==> src/shared/wdg_pkg.sv <==
// Constants for the free-running watchdog downcounter
`default_nettype none
package wdg_pkg;
  // ************************************************************
  // Register map
  // ************************************************************
  localparam logic [7:0] CTRL_ADDR = 8'h2A;
  localparam int ACT_BIT = 7;
  localparam int TOP_BIT = 6;
  localparam logic [7:0] CTRL_RESET = 8'h7F;
  localparam logic [6:0] TRIG_COUNT = 7'h40;
  localparam logic [7:0] RDATA_IDLE = 8'h00;

  // ************************************************************
  // Timing
  // ************************************************************
  localparam int CLK_PERIOD_NS = 10;
  localparam int RST_PULSE_NS = 500;
  localparam int RST_PULSE_CYC = RST_PULSE_NS / CLK_PERIOD_NS;
  localparam int PRESCALE_CYC = 16384;
  localparam int UNITS_PER_STEP = 256;
  localparam logic [8:0] SHORT_BASE = 9'h0C0;
  localparam logic [7:0] ACC_STEP = 8'h04;

  // ************************************************************
  // Timebase correction figures
  // ************************************************************
  function automatic logic [7:0] tb_msb(input logic [1:0] sel);
    case (sel)
      2'b00: tb_msb = 8'h04;
      2'b01: tb_msb = 8'h08;
      2'b10: tb_msb = 8'h14;
      default: tb_msb = 8'h31;
    endcase
  endfunction

  function automatic logic [8:0] tb_lsb(input logic [1:0] sel);
    case (sel)
      2'b00: tb_lsb = 9'h03B;
      2'b01: tb_lsb = 9'h035;
      2'b10: tb_lsb = 9'h023;
      default: tb_lsb = 9'h036;
    endcase
  endfunction

  // Controller states, one-hot
  typedef enum logic [1:0] {
    ST_RUN = 2'b01,
    ST_PULSE = 2'b10
  } wdg_state_e;
endpackage
`default_nettype wire

==> src/hdl/wdg_downcounter.sv <==
// Windowless watchdog: prescaler, 7-bit downcounter and reset pulse
// Notes on behaviour
// - Count decrements every 16384 clocks or a shorter trimmed step, prescaler free
// - Low six count bits set timeout steps
// - Active and 40h to 3Fh starts reset
// - Reset pin held low about 500 ns
// - Counting continues while watchdog is inactive
// - Writes load count, prescaler keeps running
// - After reset the watchdog is inactive
// - Activation sticks; only reset clears it
// - Activate with top bit clear forces reset
// - Active plus halt gives reset when optioned
// - Option input picks halt reset behaviour
// - Option input selects hardware watchdog mode
// - Timebase select trims exact step lengths
// - Bit 7 activation, bits 6:0 count, 7Fh
// - Software sets activation, hardware clears on reset
// - Hardware mode: always active, bit ignored
`default_nettype none
module wdg_downcounter
  import wdg_pkg::*;
#(
  parameter int PRESCALE_CYCLES = PRESCALE_CYC,
  parameter int PULSE_CYCLES = RST_PULSE_CYC
) (
  // Clock and reset
  input wire logic mclk_in,
  input wire logic rst_in,
  // Register port
  input wire logic [7:0] reg_addr_in,
  input wire logic [7:0] reg_wdata_in,
  input wire logic reg_wr_in,
  input wire logic reg_rd_in,
  output logic [7:0] reg_rdata_out,
  // Options and clock controller
  input wire logic [1:0] timebase_select_in,
  input wire logic hw_watchdog_option_in,
  input wire logic halt_reset_option_in,
  // Processor power events
  input wire logic halt_exec_in,
  input wire logic wake_in,
  // Reset pin drive, low while reset is pulled
  output logic wdg_reset_n_out
);
  localparam int UNIT_CYC = PRESCALE_CYCLES / UNITS_PER_STEP;

  // ************************************************************
  // Elaboration checks
  // ************************************************************
  if (UNIT_CYC < 1 || UNIT_CYC > 65536 ||
      UNIT_CYC * UNITS_PER_STEP != PRESCALE_CYCLES) begin : g_bad_pre
    $error("PRESCALE_CYCLES must be a multiple of 256 that the 16-bit sub counter serves");
  end
  if (PULSE_CYCLES < 1 || PULSE_CYCLES > 255) begin : g_bad_pulse
    $error("PULSE_CYCLES must be 1 to 255");
  end

  // ************************************************************
  // Declarations
  // ************************************************************
  logic [15:0] sub_r;
  logic [8:0] unit_r;
  logic [7:0] acc_r;
  logic [6:0] count_r;
  logic activate_r;
  logic halted_r;
  logic frozen_r;
  logic [7:0] pulse_r;
  wdg_state_e state_r;
  logic [7:0] msb_w;
  logic [8:0] lsb_w;
  logic short_w;
  logic [8:0] step_len_w;
  logic sub_end_w;
  logic tick_w;
  logic dec_w;
  logic ctrl_wr_w;
  logic ctrl_rd_w;
  logic armed_w;
  logic wr_armed_w;
  logic trig_count_w;
  logic trig_soft_w;
  logic trig_halt_w;
  logic trigger_w;
  logic pulse_end_w;

  // ************************************************************
  // Decode and trigger terms
  // ************************************************************
  // Register strobes
  assign ctrl_wr_w = reg_wr_in && (reg_addr_in == CTRL_ADDR) && (state_r == ST_RUN);
  assign ctrl_rd_w = reg_rd_in && (reg_addr_in == CTRL_ADDR);

  // Effective activation: hardware mode overrides the bit
  assign armed_w = activate_r || hw_watchdog_option_in;
  assign wr_armed_w = armed_w || reg_wdata_in[ACT_BIT];

  // Step length trimmed by timebase selection
  assign msb_w = tb_msb(timebase_select_in);
  assign lsb_w = tb_lsb(timebase_select_in);
  assign short_w = (acc_r + ACC_STEP) >= msb_w;
  assign step_len_w = short_w ? (SHORT_BASE + lsb_w) : 9'(UNITS_PER_STEP);

  // Prescaler end of step
  assign sub_end_w = (sub_r == 16'(UNIT_CYC - 1));
  assign tick_w = sub_end_w && ((unit_r + 9'h001) >= step_len_w);
  assign dec_w = tick_w && !frozen_r && (state_r == ST_RUN);

  // Reset causes
  assign trig_count_w = dec_w && !ctrl_wr_w && armed_w && (count_r == TRIG_COUNT);
  assign trig_soft_w = ctrl_wr_w && wr_armed_w && !reg_wdata_in[TOP_BIT];
  assign trig_halt_w = halt_exec_in && armed_w && halt_reset_option_in && (state_r == ST_RUN);
  assign trigger_w = trig_count_w || trig_soft_w || trig_halt_w;
  assign pulse_end_w = (state_r == ST_PULSE) && (pulse_r == 8'(PULSE_CYCLES - 1));

  // ************************************************************
  // Free-running prescaler
  // ************************************************************
  // Never cleared by register writes
  always_ff @(posedge mclk_in or posedge rst_in) begin
    if (rst_in) begin
      sub_r <= 16'h0000;
      unit_r <= 9'h000;
    end else if (sub_end_w) begin
      sub_r <= 16'h0000;
      unit_r <= tick_w ? 9'h000 : unit_r + 9'h001;
    end else begin
      sub_r <= sub_r + 16'h0001;
    end
  end

  // Spreads the short steps over the count
  always_ff @(posedge mclk_in or posedge rst_in) begin
    if (rst_in) begin
      acc_r <= 8'h00;
    end else if (tick_w) begin
      acc_r <= short_w ? (acc_r + ACC_STEP - msb_w) : (acc_r + ACC_STEP);
    end
  end

  // ************************************************************
  // Counter and activation
  // ************************************************************
  // Write wins over a decrement in the same cycle
  always_ff @(posedge mclk_in or posedge rst_in) begin
    if (rst_in) begin
      count_r <= CTRL_RESET[6:0];
    end else if (pulse_end_w) begin
      count_r <= CTRL_RESET[6:0];
    end else if (ctrl_wr_w) begin
      count_r <= reg_wdata_in[6:0];
    end else if (dec_w) begin
      count_r <= count_r - 7'h01;
    end
  end

  // Set by software only, cleared only by reset
  always_ff @(posedge mclk_in or posedge rst_in) begin
    if (rst_in) begin
      activate_r <= 1'b0;
    end else if (pulse_end_w) begin
      activate_r <= 1'b0;
    end else if (ctrl_wr_w && reg_wdata_in[ACT_BIT]) begin
      activate_r <= 1'b1;
    end
  end

  // ************************************************************
  // Halt handling
  // ************************************************************
  // Without halt reset: one more decrement, then frozen; halt beats a same-cycle wake
  always_ff @(posedge mclk_in or posedge rst_in) begin
    if (rst_in) begin
      halted_r <= 1'b0;
      frozen_r <= 1'b0;
    end else if (halt_exec_in && !trig_halt_w && !pulse_end_w) begin
      halted_r <= 1'b1;
    end else if (wake_in || pulse_end_w) begin
      halted_r <= 1'b0;
      frozen_r <= 1'b0;
    end else if (halted_r && dec_w) begin
      frozen_r <= 1'b1;
    end
  end

  // ************************************************************
  // Reset pulse sequencer
  // ************************************************************
  always_ff @(posedge mclk_in or posedge rst_in) begin
    if (rst_in) begin
      state_r <= ST_RUN;
      pulse_r <= 8'h00;
    end else begin
      case (state_r)
        ST_RUN: begin
          pulse_r <= 8'h00;
          if (trigger_w) begin
            state_r <= ST_PULSE;
          end
        end
        ST_PULSE: begin
          pulse_r <= pulse_r + 8'h01;
          if (pulse_end_w) begin
            state_r <= ST_RUN;
          end
        end
        default: begin
          state_r <= ST_RUN;
          pulse_r <= 8'h00;
        end
      endcase
    end
  end

  // Pin drive from a flip-flop
  always_ff @(posedge mclk_in or posedge rst_in) begin
    if (rst_in) begin
      wdg_reset_n_out <= 1'b1;
    end else begin
      wdg_reset_n_out <= !((state_r == ST_RUN && trigger_w) ||
                           (state_r == ST_PULSE && !pulse_end_w));
    end
  end

  // ************************************************************
  // Read data
  // ************************************************************
  // Valid only in the cycle after the strobe
  always_ff @(posedge mclk_in or posedge rst_in) begin
    if (rst_in) begin
      reg_rdata_out <= RDATA_IDLE;
    end else if (ctrl_rd_w) begin
      reg_rdata_out <= {activate_r, count_r};
    end else begin
      reg_rdata_out <= RDATA_IDLE;
    end
  end

  // Length of each low pulse on the pin
  logic [7:0] low_len_r;
  always_ff @(posedge mclk_in or posedge rst_in) begin
    if (rst_in) begin
      low_len_r <= 8'h00;
    end else if (!wdg_reset_n_out) begin
      low_len_r <= low_len_r + 8'h01;
    end else begin
      low_len_r <= 8'h00;
    end
  end

  // Cycles since last prescaler tick
  logic [23:0] gap_r;
  always_ff @(posedge mclk_in or posedge rst_in) begin
    if (rst_in) begin
      gap_r <= 24'h000000;
    end else if (tick_w) begin
      gap_r <= 24'h000000;
    end else begin
      gap_r <= gap_r + 24'h000001;
    end
  end
endmodule
`default_nettype wire

==> config.mk <==
export PLATFORM = sky130hd
export DESIGN_NAME = wdg_downcounter
export DESIGN_NICKNAME = d
export VERILOG_FILES = /design/src/shared/wdg_pkg.sv /design/src/hdl/wdg_downcounter.sv
export SDC_FILE = /design/constraint.sdc
export NUM_CORES = 1
export LEC_CHECK = 0
export ABC_AREA = 0
export BUFFER_PORTS_ARGS = -buffer_cell sky130_fd_sc_hd__buf_4
export CAP_MARGIN = 40
export CORE_ASPECT_RATIO = 1.5
export CORE_UTILIZATION = 55
export CTS_CLUSTER_DIAMETER = 120
export DETAILED_ROUTE_END_ITERATION = 10
export GPL_TIMING_DRIVEN = 0
export PLACE_DENSITY = 0.75
export SYNTH_ARGS = -nofsm -noshare
export SYNTH_HDL_FRONTEND = slang
export SYNTH_SLANG_ARGS = --single-unit
==> constraint.sdc <==
create_clock -name mclk_in -period 4.9 [get_ports mclk_in]
set_clock_uncertainty 0.2 [all_clocks]
set_input_delay 0.735 -clock mclk_in [delete_from_list [all_inputs] [get_ports mclk_in]]
set_output_delay 0.735 -clock mclk_in [all_outputs]
set_load 0.03 [all_outputs]
==> results.json, run 1 <==
{
  "outcome": "finished, final reports clean",
  "cts_tree": "built",
  "synth_cell_types": 52,
  "cpPeakStageDelay_ps": 490,
  "cts_hold_buf": 0,
  "grt_max_degree": 38,
  "p_sw_uw": 254,
  "rows": 35,
  "path_common_cell": "ha_1",
  "post-cts-setup-buffers": 0,
  "synth-seq-area-share_pct": 43.8,
  "min_period_ps": 4420,
  "synth_most_common_cell": "dfrtp_1",
  "synthCells": 385,
  "synth.largest_area_cell": "dfrtp_1",
  "cts_sinks": 62,
  "place_congestion": 0.802,
  "cp_top_family": "compound AO/OA/AOI/OAI gates",
  "tns_ps": 0,
  "p_leak_nw": 1.89,
  "whs_ps": 256,
  "path_clk_slew_ps": 70,
  "vias": 2894,
  "pwr-share-comb_pct": 9.5,
  "drv_cap": 0,
  "port_buffers": 34,
  "grt-ovfl-total": 0,
  "area_delta_synth_final_pct": 16.2,
  "dr.first_iter.drc_count": 81,
  "routedWlPerCell_um": 14.2,
  "path_cells": "ha_1 -> ha_1 -> or2_2 -> o311a_1 -> o21ai_1 -> nand2_1 -> inv_1 -> nor2_1 -> ha_1 -> nand2b_1 -> a41oi_1 -> o31ai_4 -> o21ai_2 -> buf_2 -> a221o_1",
  "nets": 478,
  "power_density_mw_per_mm2": 260,
  "slew_headroom_pct": 50.7,
  "hpwl_mm": 5.43,
  "endpoint_kind": "flop",
  "globalRouteTotalUtil_pct": 24.4,
  "die_area_mm2": 0.00683,
  "antenna_left": 0,
  "cp.arrival_ps": 4440,
  "synth_top_area_share_pct": 37.1,
  "ys_top_cells_by_area": "dfrtp_1 (37%), ha_1 (7.4%), dfstp_2 (6.6%), xnor2_1 (4.2%), xor2_1 (4.2%)",
  "tightest_slew_ps": 734,
  "seqPwrFrac_pct": 48.9,
  "postSynthAreaPerCell_um2": 9.28,
  "netSwitchingFraction_pct": 23.5,
  "hold_class": "primary input to asynchronous set/reset pin",
  "first_pass_iters": 4,
  "vias_per_cell": 5.67,
  "power_mw": 1.08,
  "io_pins": 35,
  "htreeDepth": 3,
  "clockBufferDepth": 2,
  "drive_gt1_share_pct": 15.8,
  "intPower_uw": 825,
  "maxSlewViolCount": 0,
  "synth_commonest_cells": "dfrtp_1 (53), nand2_1 (39), nor2_1 (32)",
  "synth_warnings": 0,
  "pwr-share-clk_pct": 41.6,
  "async_reset_ff_share_pct": 100,
  "critPathLaunchType": "flop",
  "core-area_mm2": 0.00622,
  "ir_drop_mv": 0.336,
  "grt_pass1_vias": 2875,
  "routed_wl_mm": 7.25,
  "crit_type": "flop to flop",
  "grt_setup_unrepaired": "no",
  "hold_violations": 0,
  "syn_area_mm2": 0.00357,
  "fmax_mhz": 226,
  "syn-num-nets": 432,
  "drcViolationCount": 0,
  "worstPathBufferInverterCount": 2,
  "initial_core_util_pct": 57.4,
  "ys_ff_latch": 62,
  "die_height_um": 101,
  "synth-main-ff-cell": "dfrtp_1",
  "grt_antenna_before_repair": 0,
  "insertion_delay_ps": 340,
  "grt_pass1_wl_mm": 12.5,
  "synth_edf_count": 0,
  "worstPathMaxFanout": 11,
  "cp_slowest_cell": "o31ai_4",
  "n_antenna_cell": 0,
  "cp.required_ps": 4920,
  "period_share_pct": 90.2,
  "setup_violations": 0,
  "root_buffer": "clkbuf_8",
  "dieWidth_um": 67.8,
  "numCtsBuffers": 9
}
path summary, 6_finish.rpt:
path	start	slack [ps]	cells past startpoint	to
worst max register to register	acc_r[2]	480	15	acc_r[2]
worst min register to register	sub_r[0]	270	1	sub_r[0]
worst max-delay path	acc_r[2]	480	15	acc_r[2]
worst min-delay path	rst_in	260	2	pulse_r[6]
max in group asynchronous	rst_in	3600	3	count_r[1]
min in group mclk_in	sub_r[0]	270	1	sub_r[0]
repair_timing:
item | in CTS | in global routing
resized for setup | 0 | 1
endpoints found under the setup margin | 0 | 3
hold endpoints to repair | 0 | 0
cells by family after synthesis:
family          after synthesis  synth area share [%]
compound gates               64                  11.2
xor+xnor                     34                  8.34
fa+ha+maj                    21                  7.36
buf+inv                      28                  2.98
flops                        62                  43.8
mux                           5                  1.44
simple gates                171                  24.9
layout by cell type, fill, tap and decap left out, types with 4 or more instances in the layout:
| master | netlist | final |
|---|---|---|
| xor2_1 | 17 | 17 |
| buf_4 | 0 | 34 |
| nor3_1 | 13 | 13 |
| a21oi_1 | 18 | 18 |
| xnor2_1 | 17 | 17 |
| clkbuf_1 | 7 | 8 |
| ha_1 | 21 | 21 |
| clkbuf_8 | 0 | 11 |
| nand3_1 | 25 | 25 |
| nand2_1 | 39 | 39 |
| or4_1 | 4 | 4 |
| inv_1 | 19 | 18 |
| nor2b_1 | 10 | 10 |
| nor2_1 | 32 | 32 |
| or3_1 | 7 | 7 |
| and3_1 | 6 | 6 |
| dfstp_2 | 9 | 9 |
| mux2i_1 | 4 | 4 |
| o21ai_0 | 21 | 21 |
| nand2b_1 | 6 | 6 |
| o211ai_1 | 4 | 4 |
| and2_1 | 9 | 9 |
| dfrtp_1 | 53 | 53 |
final cells by class:
type,instances,area [um^2]
fill,518,2070
multi-input combinational,295,1910
sequential,62,1560
timing repair buffer,35,275
clock buffer,12,155
tap,74,92.6
inverter,19,71.3
clock inverter,4,45.0
buffer,9,35.0
registers in the layout, summed over array words and instances (netlist names):
| name | cells |
|---|---|
| wdg_reset_n_out | 1 |
| acc_r | 8 |
| pulse_r | 8 |
| unit_r | 9 |
| frozen_r | 1 |
| sub_r | 16 |
| halted_r | 1 |
| state_r | 2 |
| reg_rdata_out | 8 |
| activate_r | 1 |
| count_r | 7 |
power by group through the flow:
stage,Clock [mW],Combinational (mW),Sequential [mW]
2_1_floorplan,0,0.0648,0.535
3_3_place_gp,0,0.0982,0.536
3_5_place_dp,0,0.102,0.536
4_1_cts,0.463,0.103,0.527
5_1_grt,0.485,0.116,0.528
6_report,0.449,0.103,0.527
stage by stage:
| step | util, % | std cells | area [um^2] | setup slack [ps] |
|---|---|---|---|---|
| 2_1_floorplan | - | 385 | 3570 | 754 |
| 3_3_place_gp | 63.0 | 493 | 3920 | 90.8 |
| 3_5_place_dp | 63.3 | 494 | 3940 | 2.00 |
| 4_1_cts | 66.6 | 510 | 4140 | 261 |
| 5_1_grt | 66.7 | 510 | 4150 | 108 |
| 6_report | 66.7 | 510 | 4150 | 481 |
metal layers:
metal	share of wire (%)	wire length, um	vias to the layer above	GRT usage [%]
met4	2.2	160	0	10.4
met2	53	3850	42	43.0
met5	0	0	-	0
met1	43	3080	1392	27.8
met3	2.1	152	15	4.75
li1	-	-	1445	-
No activity file was read; power rests on OpenSTA's default activity.
==> run 2: changes to the inputs <==
MAX_ROUTING_LAYER = met4   (was default)
==> run 2 against run 1 <==
Against the previous run: cell count unchanged; highest routed layer unchanged; register-to-register slack about the same; via count up 0.21%; total power up 0.25%; largest cell class unchanged; sequential power about the same; flip-flop and latch count unchanged; non-clock buffer count unchanged; clock-buffer cell count unchanged.
==> results.json, run 2 (same netlist as run 1, synthesis figures left out) <==
{
  "path_clk_slew_ps": 70,
  "grt-ovfl-total": 0,
  "grt_setup_unrepaired": "no",
  "htreeDepth": 3,
  "tightest_slew_ps": 736,
  "maxSlewViolCount": 0,
  "dr.first_iter.drc_count": 67,
  "cts_sinks": 62,
  "grt_pass1_vias": 2892,
  "intPower_uw": 825,
  "insertion_delay_ps": 340,
  "netSwitchingFraction_pct": 23.7,
  "p_sw_uw": 256,
  "first_pass_iters": 4,
  "cp.required_ps": 4920,
  "root_buffer": "clkbuf_8",
  "antenna_left": 0,
  "setup_violations": 0,
  "cp.arrival_ps": 4440,
  "outcome": "finished, final reports clean",
  "routedWlPerCell_um": 14.2,
  "worstPathMaxFanout": 11,
  "rows": 35,
  "routed_wl_mm": 7.26,
  "drt-met1-wl_mm": 3.10,
  "top_register": "sub_r",
  "post-cts-setup-buffers": 0,
  "initial_core_util_pct": 57.4,
  "core-area_mm2": 0.00622,
  "ir_drop_mv": 0.338,
  "hold_violations": 0,
  "tns_ps": 0,
  "drv_cap": 0,
  "vias_per_cell": 5.69,
  "critPathLaunchType": "flop",
  "hpwl_mm": 5.43,
  "nFillCells": 518,
  "n_antenna_cell": 0,
  "largest_reg_flops": 16,
  "port_buffers": 34,
  "pwr-share-comb_pct": 9.5,
  "die_height_um": 101,
  "grt_max_degree": 38,
  "die_area_mm2": 0.00683,
  "clockBufferDepth": 2,
  "io_pins": 35,
  "period_share_pct": 90.2,
  "dieWidth_um": 67.8,
  "layout_common_cells": "dfrtp_1 (53), nand2_1 (39), buf_4 (34), nor2_1 (32), nand3_1 (25)",
  "min_period_ps": 4420,
  "seqPwrFrac_pct": 48.7,
  "top_layer": "met4",
  "final_common_cell": "dfrtp_1",
  "grt_pass1_wl_mm": 12.5,
  "fmax_mhz": 226,
  "power_density_mw_per_mm2": 261,
  "endpoint_kind": "flop",
  "met3_length_um": 150,
  "hold_class": "primary input to asynchronous set/reset pin",
  "drive_gt1_share_pct": 15.8,
  "vias": 2900,
  "place_congestion": 0.814,
  "crit_type": "flop to flop",
  "p_leak_nw": 1.89,
  "cts_hold_buf": 0,
  "grt_antenna_before_repair": 0,
  "area_delta_synth_final_pct": 16.2,
  "globalRouteTotalUtil_pct": 25.0,
  "largestRegisters": "sub_r x16, unit_r x9",
  "cts_tree": "built",
  "dr_wl_met2_mm": 3.83,
  "pwr-share-clk_pct": 41.8,
  "numCtsBuffers": 9,
  "reg2reg_slack_ps": 480,
  "final_core_util_pct": 66.7,
  "slew_headroom_pct": 50.6,
  "drcViolationCount": 0,
  "nets": 478
}
run 2: cell counts in the layout (fill, tap and decap cells not counted):
Identical to the previous run, type by type.
run 2: metal layers:
metal | global-route usage, % | up-vias
met2 | 43.0 | 39
met5 | - | -
met3 | 4.41 | 19
met1 | 27.8 | 1395
met4 | 10.4 | 0
li1 | - | 1447
run 2: through the flow:
step                      setup WS [ps]  total power, mW  cells  instance area, um^2  hold WS [ps]
after floorplan                     754            0.600    385                 3570           247
after global placement             90.8            0.634    493                 3920           267
after detailed placement           2.00            0.639    494                 3940           270
after CTS                           261             1.09    510                 4140           261
after global routing                108             1.13    510                 4150           309
final                               480             1.08    510                 4150           252
run 2: cell type report:
class	count	area [um^2]	share of cell area, %
repair buffers	35	275	6.64
inverters	19	71.3	1.72
clock inverters	4	45.0	1.09
plain buffers	9	35.0	0.845
well taps	74	92.6	2.23
multi-input cells	295	1910	46.1
clock buffers	12	155	3.74
flip-flops and latches	62	1560	37.7
run 2: timing repair:
item | in CTS | in global routing
hold endpoints to repair | 0 | 0
gates resized for setup | 0 | 1
endpoints found under the setup margin | 0 | 3
run 2: critical path, stage by stage (launching register included):
cell	delay [ps]
dfrtp_1	420
ha_1	330
ha_1	360
or2_2	300
o311a_1	160
o21ai_1	180
nand2_1	120
inv_1	300
nor2_1	100
ha_1	280
nand2b_1	100
a41oi_1	180
o31ai_4	490
o21ai_2	180
buf_2	230
a221o_1	360
run 2: power groups by stage:
stage,clock (mW),sequential [mW],combinational [mW]
6_report,0.452,0.527,0.103
2_1_floorplan,0,0.535,0.0648
3_3_place_gp,0,0.536,0.0982
4_1_cts,0.463,0.527,0.103
3_5_place_dp,0,0.536,0.102
5_1_grt,0.483,0.528,0.116
run 2: final timing paths:
check | start | to | cells past startpoint
max in group asynchronous | rst_in | count_r[1] | 3
setup / recovery | acc_r[2] | acc_r[2] | 15
min in group mclk_in | sub_r[0] | sub_r[0] | 1
setup reg to reg | acc_r[2] | acc_r[2] | 15
hold / removal | rst_in | reg_rdata_out[7] | 2
hold reg to reg | sub_r[0] | sub_r[0] | 1
